[src/reload_timer_pkg.sv]
// Package with register map, field layout, codes and state types of the reload timer
package reload_timer_pkg;

  // Register indices; byte address is four times the index
  localparam logic [7:0] IDX_TIMER_CONTROL     = 8'h19;
  localparam logic [7:0] IDX_TIMER_RELOAD_HIGH = 8'h1a;
  localparam logic [7:0] IDX_TIMER_RELOAD_LOW  = 8'h1b;
  localparam logic [7:0] IDX_TIMER_COUNT_HIGH  = 8'h1c;
  localparam logic [7:0] IDX_TIMER_COUNT_LOW   = 8'h1d;
  localparam logic [7:0] IDX_NEXT_TIMER_CTRL   = 8'h1e;
  localparam logic [7:0] IDX_IRQ_STATUS        = 8'h30;
  localparam logic [7:0] IDX_IRQ_MASK          = 8'h31;
  localparam logic [7:0] IDX_COMMAND           = 8'h32;

  // Control byte field positions
  localparam int CTRL_HALT_RX_BIT   = 7;
  localparam int CTRL_START_HI      = 5;
  localparam int CTRL_START_LO      = 4;
  localparam int CTRL_RELOAD_BIT    = 3;
  localparam int CTRL_CLK_HI        = 1;
  localparam int CTRL_CLK_LO        = 0;
  // Writable bits of a control byte; bits 6 and 2 are reserved and read zero
  localparam logic [7:0] CTRL_WRITE_MASK = 8'hbb;

  // Start source codes
  localparam logic [1:0] START_SOFTWARE  = 2'h0;
  localparam logic [1:0] START_TX_END    = 2'h1;
  localparam logic [1:0] START_LFO_NO_UF = 2'h2;
  localparam logic [1:0] START_LFO_UF    = 2'h3;

  // Count clock codes
  localparam logic [1:0] CLK_CARRIER  = 2'h0;
  localparam logic [1:0] CLK_DIV212K  = 2'h1;
  localparam logic [1:0] CLK_SIBLING0 = 2'h2;
  localparam logic [1:0] CLK_SIBLING1 = 2'h3;

  // Interrupt status and mask bits
  localparam int IRQ_UNDERFLOW_BIT = 0;
  localparam int IRQ_RX_HALT_BIT   = 1;
  localparam int IRQ_WIDTH         = 2;

  // Command register bits, write one to act
  localparam int CMD_START_BIT = 0;
  localparam int CMD_STOP_BIT  = 1;

  // Reset values
  localparam logic [7:0]  CTRL_RESET  = 8'h00;
  localparam logic [7:0]  BYTE_RESET  = 8'h00;
  localparam logic [15:0] COUNT_RESET = 16'h0000;
  localparam logic [15:0] COUNT_ONE   = 16'h0001;
  localparam logic [IRQ_WIDTH-1:0] IRQ_RESET = '0;

  // Bus widths
  localparam int ADDR_W = 10;
  localparam int DATA_W = 32;
  localparam logic [1:0] WORD_OFFSET = 2'h0;

  // Counter run state
  typedef enum logic {
    ST_IDLE,
    ST_RUN
  } run_state_t;

  // Control byte layout
  typedef struct packed {
    logic       halt_on_first_rx_bits;
    logic       reserved_bit6;
    logic [1:0] start_source_select;
    logic       reload_on_zero;
    logic       reserved_bit2;
    logic [1:0] count_clock_select;
  } ctrl_t;

  // Timing events from the RF front end and siblings
  typedef struct packed {
    logic tick_carrier;
    logic tick_div212k;
    logic sibling0_underflow;
    logic sibling1_underflow;
    logic tx_frame_end;
    logic rx_first_bits;
    logic low_freq_oscillator;
  } events_t;

  // Whole block state
  typedef struct packed {
    run_state_t            state;
    ctrl_t                 ctrl;
    ctrl_t                 next_ctrl;
    logic [7:0]            reload_upper_byte;
    logic [7:0]            reload_lower_byte;
    logic [15:0]           count;
    logic                  lfo_prev;
    logic [IRQ_WIDTH-1:0]  irq_status;
    logic [IRQ_WIDTH-1:0]  irq_mask;
    logic [DATA_W-1:0]     prdata;
    logic                  pready;
    logic                  pslverr;
    logic                  irq;
    logic                  underflow_pulse;
    logic                  running;
  } state_t;

endpackage : reload_timer_pkg

[src/cascadable_reload_timer.sv]
// Cascadable 16-bit reload timer with APB register slave
`timescale 1ns/1ps
// Summary of operation
// - Stop-on-receive halts count after four bits
// - Trimming modes ignore the stop-on-receive bit
// - Start select zero: software start only
// - Start select one: start at transmit end
// - Codes two, three: trimming, reference edges
// - Auto-restart reloads at zero, keeps counting, except start code two
// - No auto-restart: stop, hold zero
// - Every underflow sets the underflow flag
// - Clock codes zero, one: carrier, 212 kHz
// - Clock codes two, three: sibling underflows
// - Start loads counter from reload bytes
// - Reload writes act at next start or auto-restart reload
// - Live count readable as two bytes
// - Next timer control uses same layout
module cascadable_reload_timer
  import reload_timer_pkg::*;
(
  input  wire logic                             pclk,
  input  wire logic                             presetn,
  input  wire logic                             psel,
  input  wire logic                             penable,
  input  wire logic                             pwrite,
  input  wire logic [reload_timer_pkg::ADDR_W-1:0] paddr,
  input  wire logic [reload_timer_pkg::DATA_W-1:0] pwdata,
  output logic      [reload_timer_pkg::DATA_W-1:0] prdata,
  output logic                                  pready,
  output logic                                  pslverr,
  input  wire reload_timer_pkg::events_t        events,
  output logic                                  irq,
  output logic                                  underflow_pulse,
  output logic                                  running
);
  import reload_timer_pkg::*;

  // Registered and next copies of the whole state
  state_t cur;
  state_t next_cur;

  // Word index of an APB byte address, or all ones if not word aligned
  function automatic logic [7:0] word_index(input logic [ADDR_W-1:0] addr);
    if (addr[1:0] != WORD_OFFSET) begin
      word_index = 8'hff;
    end else begin
      word_index = addr[ADDR_W-1:2];
    end
  endfunction : word_index

  // Whether an index is a mapped register
  function automatic logic is_mapped(input logic [7:0] idx);
    case (idx)
      IDX_TIMER_CONTROL, IDX_TIMER_RELOAD_HIGH, IDX_TIMER_RELOAD_LOW,
      IDX_TIMER_COUNT_HIGH, IDX_TIMER_COUNT_LOW, IDX_NEXT_TIMER_CTRL,
      IDX_IRQ_STATUS, IDX_IRQ_MASK, IDX_COMMAND: is_mapped = 1'b1;
      default: is_mapped = 1'b0;
    endcase
  endfunction : is_mapped

  // Count tick chosen by the clock select code
  function automatic logic pick_tick(input logic [1:0] sel, input events_t ev);
    case (sel)
      CLK_CARRIER:  pick_tick = ev.tick_carrier;
      CLK_DIV212K:  pick_tick = ev.tick_div212k;
      CLK_SIBLING0: pick_tick = ev.sibling0_underflow;
      default:      pick_tick = ev.sibling1_underflow;
    endcase
  endfunction : pick_tick

  // Working signals of the combinational process
  logic [7:0]           idx;          // Decoded word index
  logic                 access;       // Access phase before answer
  logic                 bus_write;    // Write takes effect this edge
  logic [DATA_W-1:0]    read_value;   // Data for the pending read
  logic                 lfo_mode;     // Trimming mode selected
  logic                 lfo_edge;     // Rising edge of trimming reference
  logic                 tick;         // Selected count tick
  logic                 start_evt;    // Any start event
  logic                 stop_evt;     // Any stop event
  logic                 rx_halt;      // Halt by reception
  logic                 uf_evt;       // Underflow this edge
  logic [IRQ_WIDTH-1:0] irq_set;      // Events raising status bits
  logic [IRQ_WIDTH-1:0] irq_clear;    // Write-one-to-clear bits
  logic [15:0]          reload_word;  // Upper and lower reload bytes

  // Next state: bus slave, timer sequencing and interrupt logic
  always_comb begin
    next_cur   = cur;
    idx        = word_index(paddr);
    access     = psel && penable && !cur.pready;
    bus_write  = psel && penable && cur.pready && pwrite;
    read_value = '0;
    irq_set    = '0;
    irq_clear  = '0;
    uf_evt     = 1'b0;
    reload_word = {cur.reload_upper_byte, cur.reload_lower_byte};

    // Read mux; reserved bits and unused upper bits read zero
    case (idx)
      IDX_TIMER_CONTROL:     read_value[7:0] = cur.ctrl;
      IDX_TIMER_RELOAD_HIGH: read_value[7:0] = cur.reload_upper_byte;
      IDX_TIMER_RELOAD_LOW:  read_value[7:0] = cur.reload_lower_byte;
      IDX_TIMER_COUNT_HIGH:  read_value[7:0] = cur.count[15:8];
      IDX_TIMER_COUNT_LOW:   read_value[7:0] = cur.count[7:0];
      IDX_NEXT_TIMER_CTRL:   read_value[7:0] = cur.next_ctrl;
      IDX_IRQ_STATUS:        read_value[IRQ_WIDTH-1:0] = cur.irq_status;
      IDX_IRQ_MASK:          read_value[IRQ_WIDTH-1:0] = cur.irq_mask;
      default:               read_value = '0;
    endcase

    // One wait state: answer in the cycle after the access phase opens
    next_cur.pready  = access;
    next_cur.pslverr = access && !is_mapped(idx);
    if (access && !pwrite) begin
      next_cur.prdata = read_value;
    end else if (!access) begin
      next_cur.prdata = '0;
    end

    // Register writes at the edge where pready is sampled high
    if (bus_write) begin
      case (idx)
        IDX_TIMER_CONTROL:     next_cur.ctrl = ctrl_t'(pwdata[7:0] & CTRL_WRITE_MASK);
        IDX_TIMER_RELOAD_HIGH: next_cur.reload_upper_byte = pwdata[7:0];
        IDX_TIMER_RELOAD_LOW:  next_cur.reload_lower_byte = pwdata[7:0];
        IDX_NEXT_TIMER_CTRL:   next_cur.next_ctrl = ctrl_t'(pwdata[7:0] & CTRL_WRITE_MASK);
        IDX_IRQ_STATUS:        irq_clear = pwdata[IRQ_WIDTH-1:0];
        IDX_IRQ_MASK:          next_cur.irq_mask = pwdata[IRQ_WIDTH-1:0];
        default:               next_cur.irq_mask = cur.irq_mask;
      endcase
    end

    // Start and stop sources; decisions use the control byte in force now
    lfo_mode = cur.ctrl.start_source_select[1];
    lfo_edge = events.low_freq_oscillator && !cur.lfo_prev;
    next_cur.lfo_prev = events.low_freq_oscillator;
    start_evt = (bus_write && idx == IDX_COMMAND && pwdata[CMD_START_BIT])
             || (cur.ctrl.start_source_select == START_TX_END && events.tx_frame_end)
             || (lfo_mode && lfo_edge && cur.state == ST_IDLE);
    // Trimming modes mask the receive halt entirely
    rx_halt  = cur.ctrl.halt_on_first_rx_bits && !lfo_mode && events.rx_first_bits;
    stop_evt = (bus_write && idx == IDX_COMMAND && pwdata[CMD_STOP_BIT])
            || (lfo_mode && lfo_edge && cur.state == ST_RUN)
            || (rx_halt && cur.state == ST_RUN);
    tick = pick_tick(cur.ctrl.count_clock_select, events);

    // Counter sequencing
    case (cur.state)
      ST_IDLE: begin
        if (start_evt) begin
          next_cur.count = reload_word;
          next_cur.state = ST_RUN;
        end
      end
      ST_RUN: begin
        if (stop_evt) begin
          next_cur.state = ST_IDLE; // Count freezes where it stood
        end else if (start_evt) begin
          next_cur.count = reload_word; // Restart reloads
        end else if (tick) begin
          if (cur.count == COUNT_RESET) begin
            if (cur.ctrl.start_source_select == START_LFO_NO_UF) begin
              next_cur.state = ST_IDLE; // Trimming without underflow ends quietly
            end else begin
              uf_evt = 1'b1;
              if (cur.ctrl.reload_on_zero) begin
                next_cur.count = reload_word;
              end else begin
                next_cur.state = ST_IDLE; // Holds zero
              end
            end
          end else begin
            next_cur.count = cur.count - COUNT_ONE;
          end
        end
      end
      default: next_cur.state = ST_IDLE;
    endcase

    // Sticky status: a new event wins over a clear in the same cycle
    irq_set[IRQ_UNDERFLOW_BIT] = uf_evt;
    irq_set[IRQ_RX_HALT_BIT]   = rx_halt && cur.state == ST_RUN;
    next_cur.irq_status = (cur.irq_status & ~irq_clear) | irq_set;
    next_cur.irq        = |(next_cur.irq_status & next_cur.irq_mask);
    next_cur.underflow_pulse = uf_evt;
    next_cur.running    = (next_cur.state == ST_RUN);
  end

  // Single state register; asynchronous reset to constants
  always_ff @(posedge pclk or negedge presetn) begin
    if (!presetn) begin
      cur.state             <= ST_IDLE;
      cur.ctrl              <= ctrl_t'(CTRL_RESET);
      cur.next_ctrl         <= ctrl_t'(CTRL_RESET);
      cur.reload_upper_byte <= BYTE_RESET;
      cur.reload_lower_byte <= BYTE_RESET;
      cur.count             <= COUNT_RESET;
      cur.lfo_prev          <= 1'b0;
      cur.irq_status        <= IRQ_RESET;
      cur.irq_mask          <= IRQ_RESET;
      cur.prdata            <= '0;
      cur.pready            <= 1'b0;
      cur.pslverr           <= 1'b0;
      cur.irq               <= 1'b0;
      cur.underflow_pulse   <= 1'b0;
      cur.running           <= 1'b0;
    end else begin
      cur <= next_cur;
    end
  end

  // Outputs straight from the state register
  assign prdata          = cur.prdata;
  assign pready          = cur.pready;
  assign pslverr         = cur.pslverr;
  assign irq             = cur.irq;
  assign underflow_pulse = cur.underflow_pulse;
  assign running         = cur.running;

endmodule : cascadable_reload_timer

[config.mk]
export PLATFORM = sky130hd
export DESIGN_NAME = cascadable_reload_timer
export DESIGN_NICKNAME = d
export VERILOG_FILES = /design/src/reload_timer_pkg.sv /design/src/cascadable_reload_timer.sv
export SDC_FILE = /design/constraint.sdc
export NUM_CORES = 1
export LEC_CHECK = 0
export BUFFER_PORTS_ARGS = -buffer_cell sky130_fd_sc_hd__buf_2
export CAP_MARGIN = 20
export CORE_MARGIN = 1.5
export CORE_UTILIZATION = 25
export CTS_CLUSTER_SIZE = 10
export DETAILED_ROUTE_END_ITERATION = 7
export GPL_ROUTABILITY_DRIVEN = 0
export PLACE_DENSITY_LB_ADDON = 0.2
export SYNTH_ARGS = -nofsm -noshare
export SYNTH_HDL_FRONTEND = slang
export SYNTH_SLANG_ARGS = --single-unit
[constraint.sdc]
create_clock -name pclk -period 2.63 [get_ports pclk]
set_input_delay 0.263 -clock pclk [delete_from_list [all_inputs] [get_ports pclk]]
set_output_delay 0.263 -clock pclk [all_outputs]
set_load 0.02 [all_outputs]
# --- Word level (Yosys, flattened, before mapping) ---
# Cells that the tools add are included.
op_classes:
  reduce_logical: 36
  n_addsub: 1
  mux: 33
  eq_ne: 19
  n_bitwise: 5
ops:
  columns: ["cell", "count"]
  rows:
  - ["16-bit 2-to-1 mux", 7]
  - ["32-bit 2-to-1 mux", 2]
  - ["8-bit by 5-bit == test with 1-bit output (second input constant)", 6]
  - ["6-bit one-hot mux with 6 select lines", 1]
  - ["16-bit one-hot mux with 2 select lines", 1]
  - ["8-bit by 6-bit == test with 1-bit output (second input constant)", 3]
  - ["1-bit logical AND", 17]
  - ["16-bit zero test", 1]
  - ["2-bit one-hot mux with 8 select lines", 1]
  - ["16-bit by 1-bit subtractor with 16-bit output (second input constant)", 1]
  - ["1-bit 2-to-1 mux", 14]
  - ["9-bit OR reduction", 1]
  - ["2-bit 2-to-1 mux", 4]
  - ["8-bit 2-to-1 mux", 1]
  - ["4-bit != test (second input constant)", 2]
  - ["2-bit AND reduction", 4]
  - ["1-bit zero test", 5]
  - ["5-bit AND reduction", 1]
  - ["2-bit AND", 2]
  - ["2-bit by 1-bit == test with 1-bit output (second input constant)", 2]
  - ["2-bit == test (second input constant)", 2]
  - ["1-bit logical OR", 4]
  - ["2-bit != test (second input constant)", 2]
  - ["3-bit by 1-bit != test with 1-bit output (second input constant)", 1]
  - ["other kinds (9)", 9]
totals:
  inputBits: 54
  ff_bits: 86

# --- Depth between registers and ports, before layout ---
depth:
  depth_word: 13
  depth_mapped: 10
  ltp_nobuf: 8

# --- Least setup slack after synthesis ---
# Ideal clock, no wire load.
synth_path:
  kind: "input -> register"
  from: "input port paddr[2] in the netlist's numbering"
  to: "register cur[43] in the netlist's numbering"
  t_required_ns: 2.502
  setup_slack_ns: 0.206
  arrival_ns: 2.296
  path_buffers: 2
  cell_stages: 8
  setup_time_ns: 0.128
  cell_sequence: "buf_2 > or4bb_1 > or4_4 > a31o_2 > nand3_2 > and2_1 > buf_4 > mux2_1"
synth_via:
  elab_chain_len: 9
  word_cells_on_any_way: 18
  cone_classes: "eq/ne: 6; mux: 4; reduce/logical: 8"
synth_rtl:
  columns: ["element", "line_no", "source"]
  rows:
  - ["start: declaration", "cascadable_reload_timer.sv:26", "input wire logic [reload_timer_pkg::ADDR_W-1:0] paddr,"]
  - ["8-bit 2-to-1 mux (*)", "cascadable_reload_timer.sv:44", "if (addr[1:0] != WORD_OFFSET) begin"]
  - ["8-bit by 6-bit == test with 1-bit output (*)", "cascadable_reload_timer.sv:138, cascadable_reload_timer.sv:143", null]
  - ["1-bit logical AND (*)", "cascadable_reload_timer.sv:138, cascadable_reload_timer.sv:143", null]
  - ["1-bit logical AND", "cascadable_reload_timer.sv:138", "start_evt = (bus_write && idx == IDX_COMMAND && pwdata[CMD_START_BIT])"]
  - ["1-bit logical OR", "cascadable_reload_timer.sv:139", "|| (cur.ctrl.start_source_select == START_TX_END && events.tx_frame_end)"]
  - ["1-bit logical OR", "cascadable_reload_timer.sv:140", "|| (lfo_mode && lfo_edge && cur.state == ST_IDLE);"]
  - ["16-bit 2-to-1 mux", "cascadable_reload_timer.sv:159", "end else if (start_evt) begin"]
  - ["16-bit 2-to-1 mux", "cascadable_reload_timer.sv:157", "if (stop_evt) begin"]
  - ["16-bit one-hot mux with 2 select lines", "cascadable_reload_timer.sv:149", "case (cur.state)"]
  - ["end signal: assignment", "cascadable_reload_timer.sv:209", "cur <= next_cur;"]
  - ["end: declaration", "cascadable_reload_timer.sv:39", "state_t cur;"]
# Every way passes the cells marked *; elsewhere a longest branch is shown, timed or not. The select of a mux whose other input is x is not followed.
# A chain may end at the register's enable or synchronous reset.

# --- Final worst setup path ---
layout_path:
  from: "register cur[43] in the netlist's numbering"
  to: "register cur[57] in the netlist's numbering"
layout_via:
  elab_chain_len: 6
  word_cells_on_any_way: 10
  cone_classes: "add/sub: 1; eq/ne: 2; mux: 5; reduce/logical: 2"
layout_rtl:
  columns: ["element", "line_no", "source"]
  rows:
  - ["16-bit by 1-bit subtractor with 16-bit output / 16-bit zero test (equally long branches)", "cascadable_reload_timer.sv:174, cascadable_reload_timer.sv:162", null]
  - ["16-bit 2-to-1 mux", "cascadable_reload_timer.sv:162", "if (cur.count == COUNT_RESET) begin"]
  - ["16-bit 2-to-1 mux", "cascadable_reload_timer.sv:161", "end else if (tick) begin"]
  - ["16-bit 2-to-1 mux", "cascadable_reload_timer.sv:159", null]
  - ["16-bit 2-to-1 mux", "cascadable_reload_timer.sv:157", null]
  - ["16-bit one-hot mux with 2 select lines", "cascadable_reload_timer.sv:149", null]
# Several ways; a longest one is shown, not always the timed one. The select of a mux whose other input is x is not followed.

==> metrics.yaml <==
setup_path:
  r2r-end: "cur[57]"
  crit_fanout: 6
  ff2ff_path_depth: 7
  startpoint: "cur[43]"
  end_kind: "flop"
  rr_startpoint: "cur[43]"
  reg2reg_slack_ns: 0.17
  worstPathArrival_ns: 2.71
  start_kind: "flop"
  crit_required_ns: 2.88
  critPathKind: "reg2reg"
  crit_end: "cur[57]"
sta:
  slew_violations: 0
  final-setup-viol-count: 0
  fin_worst_skew_ns: 0.00896
  relSlewSlack_pct: 43.6
  setup_tns_ns: 0
  tightest_slew_ns: 0.846
  hold_viol: 0
  fmax_mhz: 406
  period_needed_ns: 2.46
  period_share_pct: 93.6
  rsz0062_at_grt: "no"
synth:
  netlist-cell-type-count: 62
  synth-main-ff-cell: "dfrtp_1"
  ys_seq_area_share_pct: 40.9
  syn_avg_cell_area_um2: 10.0
  syn_inst: 379
  syn_area_um2: 3790
  async_flop_share_pct: 100
  synth-seq-cells: 62
  synth-edff-count: 0
  yosys_warnings: 0
final_layout:
  layout_common_cells: "62 x dfrtp_1, 42 x buf_2, 34 x buf_4, 27 x nor2_1"
  layout.nets: 494
  utilization_pct: 31.2
  area_delta_synth_final_pct: 20.8
  mostFrequentLayoutCell: "dfrtp_1"
  drive_gt1_share_pct: 30.7
  final_area_um2: 4580
  diodes: 0
clock_network:
  cts_buffers: 9
  cts_hold_buf: 0
  clock_path_buffers: 2
  cts.clk_slew.worst_paths_ns: 0.05
  cts_tree: "built"
  h-tree-depth: 3
  root_buffer: "clkbuf_16"
  clock_latency_ns: 0.34
  clock_sinks: 62
die:
  dieArea_um2: 15900
  ios: 91
  fp.dieW_um: 126
  start_util_pct: 25.8
  die_h_um: 126
  coreArea_um2: 14700
  rows: 44
global_routing:
  grt_use_met1_pct: 21.3
  grt_pass1_vias: 3200
  grtUsageMet3_pct: 3.87
  gr-usage-met2_pct: 21.9
  gr-usage-all-layers_pct: 15.1
  grt_pass1_wl_um: 18200
  antenna_found_initial: 0
  overflow: 0
  grt.busiest_layer: "met2"
  grt_max_degree: 63
power_and_ir_drop:
  comb_power_share_pct: 9.5
  intPower_mw: 1.82
  leakagePower_nw: 2.11
  clock_power_share_pct: 50.7
  peakVddDrop_mv: 0.395
  p_sw_share_pct: 25.5
  p_sw_mw: 0.623
  powerDensity_nw_per_um2: 534
  seqPwrFrac_pct: 39.8
placed_design:
  port-buffer-count: 42
  hpwl_um: 8740
  placed_area_um2: 4260
routing:
  vias: 3230
  dr.pass1.iters: 5
  wire_per_inst_um: 18.4
  drc: 0
  drt-initial-drc-count: 237
  wirelength_um: 11600
  ant_nets: 0
  vias_per_cell: 5.15
worst_hold_path:
  min_path_type: "in2reg"
run:
  maxCapViolCount: 0
run_status:
  outcome: "completed"
how the worst min path moves through the flow:
stage	slack, ns	startpoint	to	cells after the start
detailed placement	0.40	events[0]	cur[41]	1
finish	0.06	events[0]	cur[41]	1
global placement	0.40	events[0]	cur[41]	1
global route	0.06	events[0]	cur[41]	1
CTS	0.05	events[0]	cur[41]	1
floorplan	-0.03	presetn	cur[37]	0
sequential cells by signal (all words and copies together) (netlist names):
register,flops
cur,49
pready,1
pslverr,1
prdata,8
irq,1
running,1
underflow_pulse,1
critical path, cell delays in order, from the launching register on:
cell and delay, ns:
dfrtp_1 0.38, buf_4 0.16, or4_1 0.56, or3_1 0.43, nor3_1 0.39, nor3b_1 0.25, a21oi_1 0.06, o211ai_1 0.15
cell type report:
| cell class | instances | area [um2] |
|---|---|---|
| clock buffer | 11 | 253 |
| clock inverter | 5 | 57.6 |
| fill | 1500 | 10100 |
| inverter | 6 | 22.5 |
| multi-input combinational | 281 | 1960 |
| sequential | 62 | 1550 |
| tap | 184 | 230 |
| timing repair buffer | 78 | 505 |
per-stage QoR:
stage                     power (mW)  std cells  worst slack, ns  hold slack, ns
final                           2.45        627            0.167          0.0635
after global routing            2.55        627           0.0520          0.0577
after CTS                       2.48        627            0.115          0.0534
after detailed placement        1.22        611           0.0712           0.404
after global placement          1.22        611           0.0923           0.399
after floorplan                 1.14        402            0.206         -0.0326
repair_timing:
action | CTS | global route
resized for setup | 0 | 3
buffers inserted | 0 | 0
setup endpoints to repair | 0 | 10
power groups by stage:
stage / clock [mW] / combinational, mW / sequential [mW]
after floorplan: 0 / 0.149 / 0.993
after global placement: 0 / 0.229 / 0.990
after detailed placement: 0 / 0.232 / 0.991
after CTS: 1.27 / 0.232 / 0.974
after global routing: 1.31 / 0.257 / 0.975
final: 1.24 / 0.233 / 0.974
synth_stat cells, types with 6 or more instances:
| master | count | area (um2) |
|---|---|---|
| nand2_1 | 24 | 90.1 |
| o2bb2ai_1 | 7 | 61.3 |
| and2_1 | 6 | 37.5 |
| dfrtp_1 | 62 | 1550 |
| clkbuf_1 | 10 | 37.5 |
| nand3_1 | 8 | 40.0 |
| a21oi_1 | 19 | 95.1 |
| buf_4 | 33 | 248 |
| nor4_1 | 9 | 56.3 |
| a22oi_1 | 12 | 90.1 |
| o21ai_0 | 10 | 50.1 |
| nor2_1 | 27 | 101 |
| mux2_2 | 24 | 270 |
| inv_1 | 6 | 22.5 |
| buf_2 | 7 | 35.0 |
| mux2_1 | 6 | 67.6 |
cells by family (layout without fill, tap and decap cells):
family,Yosys count,count (layout),share of synthesized area (%)
AO/OA/AOI/OAI,98,98,19.5
adder cells (fa/ha/maj),2,2,0.660
buffers and inverters,59,100,9.93
flip-flops,62,62,40.9
multiplexers,34,34,10.3
other,1,24,0.0989
AND/OR/NAND/NOR,123,123,18.6
metal layers:
metal / wire, um / part of all wire [%] / vias to the layer above
met3: 658 / 5.7 / 16
met5: 0 / 0 / -
met4: 261 / 2.3 / 0
li1: - / - / 1495
met2: 5090 / 44 / 120
met1: 5550 / 48 / 1599
(Power assumes the default switching activity.)
